[src/hw/sensor_consts.vh]
// Constants for the speed sensor supervision block.
`ifndef SENSOR_CONSTS_VH
`define SENSOR_CONSTS_VH
`define CLK_FREQ_HZ        25000000
`define FAULT_HOLD_US      1000
`define FAULT_HOLD_CYCLES  ((`CLK_FREQ_HZ / 1000000) * `FAULT_HOLD_US + 1)
`define SAMPLE_W           12
`define HYST_BAND          12'h040
`define MIN_SPAN           12'h080
`define STEP_LIMIT         12'h010
`define STOP_TIMEOUT       24'h0F4240
`define GAIN_W             8
`define GAIN_UNITY         8'h80
`define LVL_POS            3'h0
`define LVL_LOW            3'h1
`define LVL_HIGH           3'h2
`define LVL_RAIL_LOW       3'h3
`define LVL_FAULT_HIGH     3'h4
`define INT_HOLD_DONE      0
`define INT_DIAG           1
`define INT_LOCK_A         2
`define INT_LOCK_B         3
`define INT_W              4
`endif

[src/hw/channel_tracker.v]
// Peak tracker and switch comparator for one differential channel.
`timescale 1ns/1ps
`include "sensor_consts.vh"
module channel_tracker #(
  parameter W          = `SAMPLE_W,
  parameter STOP_LIMIT = `STOP_TIMEOUT
) (
  // Clock and reset
  input  wire                   clk,
  input  wire                   reset,
  // Sample stream
  input  wire                   sample_valid,
  input  wire signed [W-1:0]    sample,
  input  wire [`GAIN_W-1:0]     temp_gain,
  // Threshold mode
  input  wire                   fixed_mode,
  input  wire signed [W-1:0]    fixed_init,
  // Status
  output reg                    started_q,
  output reg                    span_ok_q,
  output reg                    switch_q,
  output reg                    dir_change_q,
  output reg signed [W-1:0]     fixed_thr_q
);
  reg signed [W-1:0] max_q;
  reg signed [W-1:0] min_q;
  reg signed [W-1:0] first_q;
  reg                first_seen_q;
  reg                rising_q;
  reg signed [W-1:0] last_q;
  reg [23:0]         idle_q;
  reg signed [W+`GAIN_W:0] prod;
  reg signed [W-1:0] norm;
  reg signed [W:0]   span;
  reg signed [W-1:0] mid;
  reg signed [W-1:0] move;
  reg                now_rising;
  always @* begin
    prod       = sample * $signed({1'b0, temp_gain});
    norm       = prod[W+`GAIN_W-2:`GAIN_W-1];
    span       = {max_q[W-1], max_q} - {min_q[W-1], min_q};
    mid        = max_q - span[W:1];
    move       = norm - first_q;
    now_rising = norm > last_q;
  end
  always @(posedge clk) begin
    if (reset) begin
      max_q        <= {W{1'b0}};
      min_q        <= {W{1'b0}};
      first_q      <= {W{1'b0}};
      first_seen_q <= 1'b0;
      started_q    <= 1'b0;
      span_ok_q    <= 1'b0;
      switch_q     <= 1'b0;
      dir_change_q <= 1'b0;
      rising_q     <= 1'b0;
      last_q       <= {W{1'b0}};
      idle_q       <= 24'h000000;
      fixed_thr_q  <= {W{1'b0}};
    end else begin
      dir_change_q <= 1'b0;
      if (!first_seen_q) begin
        fixed_thr_q <= fixed_init;
      end
      if (sample_valid) begin
        last_q   <= norm;
        rising_q <= now_rising;
        if (!first_seen_q) begin
          first_q      <= norm;
          first_seen_q <= 1'b1;
          max_q        <= norm;
          min_q        <= norm;
        end else if (!started_q) begin
          // No tracking until the signal leaves the band around its first value.
          if (move > $signed(`HYST_BAND) || move < -$signed(`HYST_BAND)) begin
            started_q <= 1'b1;
          end
        end else begin
          idle_q <= 24'h000000;
          if (now_rising != rising_q) begin
            dir_change_q <= 1'b1;
          end
          // Outward moves limited in step; inward moves only outside a reversal.
          if (norm > max_q) begin
            max_q <= (norm - max_q > $signed(`STEP_LIMIT)) ? max_q + $signed(`STEP_LIMIT) : norm;
          end else if (now_rising == rising_q && !now_rising) begin
            max_q <= max_q - 1'b1;
          end
          if (norm < min_q) begin
            min_q <= (min_q - norm > $signed(`STEP_LIMIT)) ? min_q - $signed(`STEP_LIMIT) : norm;
          end else if (now_rising == rising_q && now_rising) begin
            min_q <= min_q + 1'b1;
          end
          span_ok_q <= span > $signed({1'b0, `MIN_SPAN});
          if (fixed_mode) begin
            switch_q <= norm > fixed_thr_q;
            if (fixed_thr_q > max_q || fixed_thr_q < min_q) begin
              fixed_thr_q <= mid;
            end
          end else begin
            switch_q <= norm > mid;
          end
        end
      end else if (started_q) begin
        if (idle_q == STOP_LIMIT) begin
          // Stopped target: shift both peaks together so the span is kept.
          idle_q <= 24'h000000;
          if (last_q > mid) begin
            max_q <= max_q + 1'b1;
            min_q <= min_q + 1'b1;
          end else if (last_q < mid) begin
            max_q <= max_q - 1'b1;
            min_q <= min_q - 1'b1;
          end
        end else begin
          idle_q <= idle_q + 24'h000001;
        end
      end
    end
  end
endmodule

[src/hw/irq_status.v]
// Sticky interrupt status with write-one-to-clear and a mask.
`timescale 1ns/1ps
`include "sensor_consts.vh"
module irq_status #(
  parameter N = `INT_W
) (
  // Clock and reset
  input  wire         clk,
  input  wire         reset,
  // Events and software access
  input  wire [N-1:0] events,
  input  wire         clr_we,
  input  wire [N-1:0] clr_bits,
  input  wire         mask_we,
  input  wire [N-1:0] mask_bits,
  // State
  output reg  [N-1:0] status_q,
  output reg  [N-1:0] mask_q,
  output reg          irq_q
);
  wire [N-1:0] status_d;
  // A new event wins over a clear in the same cycle.
  assign status_d = (status_q & ~(clr_we ? clr_bits : {N{1'b0}})) | events;
  always @(posedge clk) begin
    if (reset) begin
      status_q <= {N{1'b0}};
      mask_q   <= {N{1'b0}};
      irq_q    <= 1'b0;
    end else begin
      status_q <= status_d;
      if (mask_we) begin
        mask_q <= mask_bits;
      end
      irq_q <= |(status_d & (mask_we ? mask_bits : mask_q));
    end
  end
endmodule

[src/hw/sensor_supervisor.v]
// Output fault, undervoltage and lockout supervision for a two channel speed sensor.
//
// Overview of operation
// - Fault level held longer than one millisecond.
// - Internal diagnostic forces both outputs high fault.
// - Undervoltage holds reset with power-on output state.
// - Startup hysteresis blocks tracking until signal moves.
// - Small span holds output at last valid level.
// - Non-direction protocols lock each channel separately.
// - Direction protocols lock when either channel small.
// - Direction change stops inward peak movement.
// - Tracking update steps are limited.
// - Peak tracking follows offset drift during rotation.
// - Stopped target watchdog moves peaks together.
// - Temperature gain normalises amplitude before tracking.
// - Fixed threshold updated per channel for drift.
// - Reduced swing levels only with fault detection.
// - Clearable fault resets controller after hold.
//
// The placing of the registers and the strobed register port were chosen for this implementation.
`timescale 1ns/1ps
`include "sensor_consts.vh"
module sensor_supervisor #(
  parameter W           = `SAMPLE_W,
  parameter HOLD_CYCLES = `FAULT_HOLD_CYCLES,
  parameter STOP_LIMIT  = `STOP_TIMEOUT
) (
  // Clock and reset
  input  wire                clk,
  input  wire                reset,
  // Supply monitor
  input  wire                supply_undervoltage_threshold,
  // Channel samples
  input  wire                sample_valid,
  input  wire signed [W-1:0] sample_a,
  input  wire signed [W-1:0] sample_b,
  input  wire [`GAIN_W-1:0]  temp_gain,
  // Configuration straps
  input  wire                fault_detect_en,
  input  wire                direction_protocol,
  input  wire                fixed_mode,
  input  wire signed [W-1:0] fixed_init_a,
  input  wire signed [W-1:0] fixed_init_b,
  // Diagnostics
  input  wire                diag_fault,
  input  wire                diag_clearable,
  // Software register port
  input  wire [1:0]          reg_addr,
  input  wire [7:0]          reg_wdata,
  input  wire                reg_wr,
  input  wire                reg_rd,
  output reg  [7:0]          reg_rdata_q,
  // Output pin drivers
  output reg  [2:0]          first_output_pin_q,
  output reg  [2:0]          second_output_pin_q,
  output reg                 first_output_pin_oe_q,
  output reg                 second_output_pin_oe_q,
  // Controller reset and interrupt
  output reg                 ctrl_reset_q,
  output reg                 irq_q
);
  localparam [1:0] ADDR_STATUS = 2'h0;
  localparam [1:0] ADDR_MASK   = 2'h1;
  localparam [1:0] ADDR_STATE  = 2'h2;
  localparam [3:0] ST_RESET = 4'h1;
  localparam [3:0] ST_RUN   = 4'h2;
  localparam [3:0] ST_FAULT = 4'h4;
  localparam [3:0] ST_DEAD  = 4'h8;
  localparam [23:0] HOLD_LAST = HOLD_CYCLES[23:0] - 24'h000001;

  reg  [3:0]  state_q;
  reg  [23:0] hold_q;
  reg         clearable_q;
  reg         out_a_q;
  reg         out_b_q;
  reg         lock_a_q;
  reg         lock_b_q;
  reg         hold_done_q;
  wire        core_reset;
  wire        started_a;
  wire        started_b;
  wire        span_ok_a;
  wire        span_ok_b;
  wire        switch_a;
  wire        switch_b;
  wire        dir_a;
  wire        dir_b;
  wire [`INT_W-1:0] status;
  wire [`INT_W-1:0] mask;
  wire              irq;
  wire [`INT_W-1:0] events;
  reg               lock_a_d;
  reg               lock_b_d;

  ////////////////////////////////////////////////////////////////////////
  // Tracking channels, restarted with the controller.
  assign core_reset = reset | supply_undervoltage_threshold | ctrl_reset_q;

  channel_tracker #(
    .W          (W),
    .STOP_LIMIT (STOP_LIMIT)
  ) u_track_a (
    .clk          (clk),
    .reset        (core_reset),
    .sample_valid (sample_valid),
    .sample       (sample_a),
    .temp_gain    (temp_gain),
    .fixed_mode   (fixed_mode),
    .fixed_init   (fixed_init_a),
    .started_q    (started_a),
    .span_ok_q    (span_ok_a),
    .switch_q     (switch_a),
    .dir_change_q (dir_a),
    .fixed_thr_q  ()
  );

  channel_tracker #(
    .W          (W),
    .STOP_LIMIT (STOP_LIMIT)
  ) u_track_b (
    .clk          (clk),
    .reset        (core_reset),
    .sample_valid (sample_valid),
    .sample       (sample_b),
    .temp_gain    (temp_gain),
    .fixed_mode   (fixed_mode),
    .fixed_init   (fixed_init_b),
    .started_q    (started_b),
    .span_ok_q    (span_ok_b),
    .switch_q     (switch_b),
    .dir_change_q (dir_b),
    .fixed_thr_q  ()
  );

  ////////////////////////////////////////////////////////////////////////
  // Small signal lockout.
  always @* begin
    if (direction_protocol) begin
      lock_a_d = !(span_ok_a && span_ok_b);
      lock_b_d = lock_a_d;
    end else begin
      lock_a_d = !span_ok_a;
      lock_b_d = !span_ok_b;
    end
  end

  ////////////////////////////////////////////////////////////////////////
  // Output state machine.
  always @(posedge clk) begin
    if (reset || supply_undervoltage_threshold) begin
      state_q      <= ST_RESET;
      hold_q       <= 24'h000000;
      clearable_q  <= 1'b0;
      out_a_q      <= 1'b0;
      out_b_q      <= 1'b0;
      // Trackers leave reset without a valid span, so the lock flags start set and no lockout event follows reset.
      lock_a_q     <= 1'b1;
      lock_b_q     <= 1'b1;
      hold_done_q  <= 1'b0;
      ctrl_reset_q <= 1'b0;
    end else begin
      hold_done_q  <= 1'b0;
      ctrl_reset_q <= 1'b0;
      lock_a_q     <= lock_a_d;
      lock_b_q     <= lock_b_d;
      case (state_q)
        ST_RESET: begin
          state_q <= ST_RUN;
        end
        ST_RUN: begin
          if (diag_fault && fault_detect_en) begin
            state_q     <= ST_FAULT;
            hold_q      <= 24'h000000;
            clearable_q <= diag_clearable;
          end else begin
            // Locked channels keep their last in-spec level.
            if (!lock_a_d && started_a) begin
              out_a_q <= switch_a;
            end
            if (!lock_b_d && started_b) begin
              out_b_q <= switch_b;
            end
          end
        end
        ST_FAULT: begin
          // Only reset or undervoltage may move the pins before the hold has run out.
          if (hold_q == HOLD_LAST) begin
            hold_done_q <= 1'b1;
            if (clearable_q) begin
              state_q      <= ST_RESET;
              ctrl_reset_q <= 1'b1;
            end else begin
              state_q <= ST_DEAD;
            end
          end else begin
            hold_q <= hold_q + 24'h000001;
          end
        end
        ST_DEAD: begin
          state_q <= ST_DEAD;
        end
        default: begin
          state_q <= ST_RESET;
        end
      endcase
    end
  end

  ////////////////////////////////////////////////////////////////////////
  // Pin level encoding; the fault range needs the reduced swing.
  always @(posedge clk) begin
    if (reset || supply_undervoltage_threshold) begin
      first_output_pin_q     <= `LVL_POS;
      second_output_pin_q    <= `LVL_POS;
      first_output_pin_oe_q  <= 1'b0;
      second_output_pin_oe_q <= 1'b0;
    end else begin
      first_output_pin_oe_q  <= 1'b1;
      second_output_pin_oe_q <= 1'b1;
      if (state_q == ST_FAULT || state_q == ST_DEAD) begin
        first_output_pin_q  <= `LVL_FAULT_HIGH;
        second_output_pin_q <= `LVL_FAULT_HIGH;
      end else if (state_q == ST_RESET) begin
        first_output_pin_q  <= `LVL_POS;
        second_output_pin_q <= `LVL_POS;
      end else if (fault_detect_en) begin
        first_output_pin_q  <= out_a_q ? `LVL_HIGH : `LVL_LOW;
        second_output_pin_q <= out_b_q ? `LVL_HIGH : `LVL_LOW;
      end else begin
        first_output_pin_q  <= out_a_q ? `LVL_POS : `LVL_RAIL_LOW;
        second_output_pin_q <= out_b_q ? `LVL_POS : `LVL_RAIL_LOW;
      end
    end
  end

  ////////////////////////////////////////////////////////////////////////
  // Interrupts and register port.
  assign events[`INT_HOLD_DONE] = hold_done_q;
  assign events[`INT_DIAG]      = (state_q == ST_RUN) && diag_fault && fault_detect_en;
  assign events[`INT_LOCK_A]    = lock_a_d && !lock_a_q;
  assign events[`INT_LOCK_B]    = lock_b_d && !lock_b_q;

  irq_status #(
    .N (`INT_W)
  ) u_irq (
    .clk       (clk),
    .reset     (reset),
    .events    (events),
    .clr_we    (reg_wr && reg_addr == ADDR_STATUS),
    .clr_bits  (reg_wdata[`INT_W-1:0]),
    .mask_we   (reg_wr && reg_addr == ADDR_MASK),
    .mask_bits (reg_wdata[`INT_W-1:0]),
    .status_q  (status),
    .mask_q    (mask),
    .irq_q     (irq)
  );

  always @(posedge clk) begin
    if (reset) begin
      reg_rdata_q <= 8'h00;
      irq_q       <= 1'b0;
    end else begin
      irq_q <= irq;
      if (reg_rd) begin
        case (reg_addr)
          ADDR_STATUS: reg_rdata_q <= {4'h0, status};
          ADDR_MASK:   reg_rdata_q <= {4'h0, mask};
          ADDR_STATE:  reg_rdata_q <= {state_q, lock_b_q, lock_a_q, started_b, started_a};
          default:     reg_rdata_q <= 8'h00;
        endcase
      end else begin
        reg_rdata_q <= 8'h00;
      end
    end
  end
endmodule

[config.mk]
export PLATFORM = sky130hd
export DESIGN_NAME = sensor_supervisor
export DESIGN_NICKNAME = d
export VERILOG_FILES = /design/src/hw/channel_tracker.v /design/src/hw/irq_status.v /design/src/hw/sensor_supervisor.v
export VERILOG_INCLUDE_DIRS = /design/src /design/src/hw
export SDC_FILE = /design/constraint.sdc
export NUM_CORES = 2
export LEC_CHECK = 0
export BUFFER_PORTS_ARGS = -buffer_cell sky130_fd_sc_hd__buf_4
export CAP_MARGIN = 25
export CORE_ASPECT_RATIO = 1.25
export CORE_MARGIN = 3
export CORE_UTILIZATION = 60
export CTS_BUF_LIST = sky130_fd_sc_hd__clkbuf_8
export DETAILED_ROUTE_END_ITERATION = 8
export PLACE_DENSITY = 0.85
export SETUP_SLACK_MARGIN = 0.1
export SLEW_MARGIN = 25
export SYNTH_ARGS = -nofsm -noshare
export SYNTH_HDL_FRONTEND = slang
export SYNTH_SLANG_ARGS = --single-unit
[constraint.sdc]
create_clock -name clk -period 15.5 [get_ports clk]
set_input_delay 1.55 -clock clk [delete_from_list [all_inputs] [get_ports clk]]
set_output_delay 1.55 -clock clk [all_outputs]
set_load 0.005 [all_outputs]
### Yosys cells after proc, flatten, opt, wreduce, memory -nomap -nowiden

Index checks and enable logic that the tools add are counted.

| storage, ports and cells | value |
|---|---|
| bits of input ports | 77 |
| word-level logic and storage cells | 277 |
| output and inout port bits | 18 |
| register bits after elaboration | 237 |

| operators by class | value |
|---|---|
| order comparisons | 28 |
| $add $sub $neg | 25 |
| eq/ne operators | 21 |
| mux-type cells | 93 |
| reduce and logical (&&, ||, !) cells | 57 |
| bitwise operators | 11 |
| multiply operators | 2 |

Operators with widths:

| operator | count |
|---|---|
| $mux 12 | 52 |
| $mux 24 | 12 |
| $gt 12x12->1 | 12 |
| $sub 12x12->12 | 8 |
| $add 24x1->24 const B | 3 |
| $lt 12x12->1 | 6 |
| $add 12x1->12 const B | 4 |
| $eq 24x20->1 const B | 2 |
| $gt 12x6->1 const B | 4 |
| $pmux 24 s2 | 1 |
| $sub 12x1->12 const B | 4 |
| $mul 12x9->19 | 2 |
| $gt 13x9->1 const B | 2 |
| $sub 12x12->13 | 2 |
| $add 12x6->12 const B | 2 |
| $eq 24x15->1 const B | 1 |
| $gt 12x8->1 const B | 2 |
| $lt 12x7->1 const B | 2 |
| $pmux 8 s3 | 1 |
| $sub 12x6->12 const B | 2 |
| $reduce_and 3->1 | 7 |
| $mux 4 | 5 |
| $reduce_and 5->1 | 4 |
| $mux 2 | 8 |
| 28 further kinds | 89 |

### Logic depth before layout (Yosys ltp)

| depth | value |
|---|---|
| depth after elaboration | 9 |
| gate-level depth with buffers | 34 |
| depth with buffers taken out | 32 |

### Cells and area by module

From an unflattened synthesis, not the netlist that was laid out.

| unflattened totals | value |
|---|---|
| cells, all modules | 3752 |
| area, all modules | 29620.9 um^2 |

By module, submodules not included:

| module | cells an instance | area an instance (um^2) | seq. area each (um^2) | times used |
|---|---|---|---|---|
| channel_tracker (u_track_b) | 1747 | 13664.4 | 1801.7 | 1 |
| channel_tracker (u_track_a) | 1677 | 13158.9 | 1801.7 | 1 |
| sensor_supervisor | 291 | 2432.3 | 1001.0 | 1 |
| irq_status | 37 | 365.4 | 180.2 | 1 |

### Worst setup path before layout

OpenSTA, ideal clock, no wires.

| path | value |
|---|---|
| path kind | input -> register |
| start | input port temp_gain[1] |
| end | register u_track_b.max_q[11] |
| required time | 15364 ps |
| cell stages on the path | 28 |
| setup time | 136 ps |
| path buffers | 3 |
| data arrival time | 8519 ps |
| slack | 6845 ps |
| cell sequence | clkbuf_1 -> and2_1 -> fa_1 -> inv_1 -> fa_1 -> inv_1 -> fa_1 -> inv_1 -> fa_1 -> inv_1 -> ha_1 -> a21oi_1 -> o21ai_1 -> o21ai_0 -> o21ai_0 -> nand2_1 -> clkbuf_1 -> inv_1 -> ha_1 -> clkbuf_1 -> a211oi_1 -> o221a_2 -> o221a_2 -> nor3_1 -> o21a_1 -> nor2_1 -> a2111oi_0 -> a211oi_1 |

| between the ends | value |
|---|---|
| word-level cells in the longest chain between the ends | 8 |

Ends and longest elaborated chain:

| element | RTL line | RTL |
|---|---|---|
| from (decl) | sensor_supervisor.v:37 | `` input wire [`GAIN_W-1:0] temp_gain, `` |
| $mul 12x9->19 * | channel_tracker.v:39 | `prod = sample * $signed({1'b0, temp_gain});` |
| $sub 12x12->12 | channel_tracker.v:85 | `` max_q <= (norm - max_q > $signed(`STEP_LIMIT)) ? max_q + $signed(`STEP_LIMIT) : norm; `` |
| $gt 12x6->1 | channel_tracker.v:85 |  |
| $mux 12 | channel_tracker.v:85 |  |
| $mux 12 | channel_tracker.v:84 | `if (norm > max_q) begin` |
| $mux 12 | channel_tracker.v:73 | `end else if (!started_q) begin` |
| $mux 12 | channel_tracker.v:68 | `if (!first_seen_q) begin` |
| $mux 12 | channel_tracker.v:65 | `if (sample_valid) begin` |
| to (signal assigned) | channel_tracker.v:71 | `max_q <= norm;` |
| to (signal assigned) | channel_tracker.v:85 |  |
| to (signal assigned) | channel_tracker.v:87 | `max_q <= max_q - 1'b1;` |
| to (decl) | channel_tracker.v:25 | `reg signed [W-1:0] max_q;` |

Mark *: on every way between the ends. The rest lies on a longest branch, timed or not. The select of a mux whose other input is x is not followed.
A chain may end at the register's enable or synchronous reset.

### Worst setup path in the final report

| path | value |
|---|---|
| start | input port temp_gain[5] |
| end | register u_track_b.max_q[11] |

Same word-level chain as after synthesis.

==> metrics.yaml <==
outcome:
  status: "finished, final reports clean"
sta:
  hold_violations: 0
  tns_ns: 0
  period_share_pct: 61.4
  final.setup_skew_ns: 0.0193
  slew_violations: 0
  relSlewSlack_pct: 33.0
  tightest_slew_ns: 1.00
  setup_viol: 0
  rsz0062_at_grt: "no"
  fmax_mhz: 105
  fin_crit_ns: 9.52
synthesis:
  synth_compound_area_share_pct: 20.4
  synth_top_area_share_pct: 16.2
  synth_top_family_by_area: "adder cells"
  yosys_warnings: 0
  synth_fa_ha_area_share_pct: 25.0
  yosys.area.top_type: "dfxtp_1"
  synthTopCellsByCount: "inv_1 (393), ha_1 (315), nand2_1 (305), nor2_1 (268), dfxtp_1 (236)"
  synthesis.nets: 4261
  synth_seq_cells: 236
  synth_ff_type: "dfxtp_1"
  syn_inst: 3715
  synth_area_um2: 29100
  synth_area_per_cell_um2: 7.84
  muxShareOfSynthArea_pct: 2.16
  synth.area.top_cells: "dfxtp_1 (16%), ha_1 (14%), fa_1 (11%)"
  ys_types: 102
  ys_seq_area_share_pct: 16.2
  yosysMostFrequentCell: "inv_1"
  synth-simple-area-share_pct: 20.9
  synth_xor_area_share_pct: 7.90
  async_flop_share_pct: 0
  synth_edf_count: 0
routing:
  wl_per_cell_um: 18.0
  wl_mm: 79.1
  first_iter_violations: 2240
  via_per_inst: 6.26
  vias: 27500
  first_pass_iters: 6
  drc_errors: 0
  ant_nets: 0
critical_path:
  rrSetupSlack_ns: 8.30
  start_kind: "input pin"
  r2r-start: "u_track_a.max_q[0]"
  crit_top_cell: "inv_1"
  arrival_ns: 9.97
  reg2regPathDepth: 32
  crit_required_ns: 15.95
  slowest_delay_ns: 0.79
  crit_fanout: 24
  critical_path.slowest_cell: "nor3_1"
  setup.worst_path.end_class: "register"
  reg2reg_to: "u_track_a.min_q[8]"
  crit_type: "in -> reg"
  startpoint: "temp_gain[5]"
min_path:
  hold-path-endpoint: "irq_q"
  worstHoldPathCells: 1
  hold_path.startpoint: "u_irq.irq_q"
  min_path_type: "reg -> reg"
clock_tree:
  cts_tree: "yes"
  post_cts_resized: 0
  clock_path_buffers: 3
  cts_root_buf: "clkbuf_8"
  clkLatencyLatePin_ns: 0.59
  cts_setup_buffers: 0
  cts_buffers: 39
  cts_max_level: 2
  clock_sinks: 236
  clk_pin_slew_worst_paths_ns: 0.07
  cts_hold_buf: 0
final_layout:
  fill_cells: 4047
  reg_top3: "hold_q: 24 flops, u_track_a.idle_q: 24 flops, u_track_b.idle_q: 24 flops"
  drive_gt1_share_pct: 7.08
  nets: 4273
  synthToLayoutAreaGrowth_pct: 7.12
global_routing:
  first_global_vias: 26400
  antenna_found_initial: 1
  grt_pass1_wl_mm: 129
  grt-ovfl-total: 0
  grt_max_degree: 63
  grt.total_usage_pct: 30.0
floorplanning:
  die_x_um: 203
  coreArea_um2: 47700
  die-area_um2: 51300
  rows: 89
  io_pins: 95
  initial_core_util_pct: 61.1
  die_h_um: 252
place:
  port_buffers: 90
  globalplace.congestion: 1.00
  hpwl_mm: 59.7
job:
  drv_cap: 0
## logic make-up (layout without fill, tap and decap cells)
group	after synthesis	in the layout
other	0	1
AO/OA/AOI/OAI	893	893
flip-flops	236	236
XOR/XNOR	258	258
adder cells (fa/ha/maj)	494	494
AND/OR/NAND/NOR	1214	1214
buffers and inverters	558	599
multiplexers	62	62
## critical path, delay by kind of cell
| family | cells | cell delay (ns) |
|---|---|---|
| adders and majority gates | 6 | 3.00 |
| AOI/OAI and AO/OA | 11 | 2.98 |
| and+or+nand+nor | 4 | 1.26 |
| buffers and inverters | 8 | 1.15 |
## placed cells by master (no fill, tap or decap), types with 99 or more instances in the layout
| cell type | synthesis | layout |
|---|---|---|
| inv_1 | 393 | 397 |
| ha_1 | 315 | 315 |
| nand2_1 | 305 | 305 |
| nor2_1 | 268 | 264 |
| dfxtp_1 | 236 | 235 |
| a21oi_1 | 233 | 233 |
| xnor2_1 | 178 | 177 |
| o21ai_0 | 162 | 162 |
| fa_1 | 154 | 154 |
| and2_1 | 134 | 134 |
| buf_4 | 6 | 122 |
| nand3_1 | 99 | 99 |
## stage by stage
step / instances / worst slack (ns) / util [%] / hold WS [ns] / area [µm²]
after floorplan: 3715 / 6.85 / - / 0.414 / 29100
after global placement: 4323 / 5.58 / 63.5 / 0.416 / 30300
after detailed placement: 4323 / 5.48 / 63.5 / 0.430 / 30300
after CTS: 4393 / 6.08 / 65.5 / 0.446 / 31200
after global routing: 4394 / 5.49 / 65.5 / 0.461 / 31200
final: 4394 / 5.98 / 65.5 / 0.439 / 31200
## per-layer routing
metal	part of all wire, %	global-route usage [%]
met1	40	37.4
met3	8.0	3.68
met2	47	51.8
met4	5.0	14.2
met5	0	0
## layout make-up
cell class | instances | area, µm² | area share [%]
antenna | 1 | 2.50 | 0.00802
clock buffer | 48 | 661 | 2.12
clock inverter | 22 | 274 | 0.878
inverter | 407 | 1530 | 4.89
multi-input combinational | 2921 | 22300 | 71.5
sequential | 236 | 4730 | 15.1
tap | 637 | 797 | 2.55
timing repair buffer | 122 | 916 | 2.93
## worst max-delay path by stage
stage / to / slack (ns) / cells past startpoint
CTS: u_track_a.max_q[2] / 6.08 / 28
floorplan: u_track_b.max_q[11] / 6.85 / 28
detailed placement: u_track_a.max_q[2] / 5.48 / 28
global placement: u_track_a.max_q[2] / 5.58 / 28
finish: u_track_b.max_q[11] / 5.98 / 29
global route: u_track_b.max_q[11] / 5.49 / 29
Power is left out: the tool's default activity adds up to more than one toggle a clock period on the data nets, which glitch-free logic cannot reach.
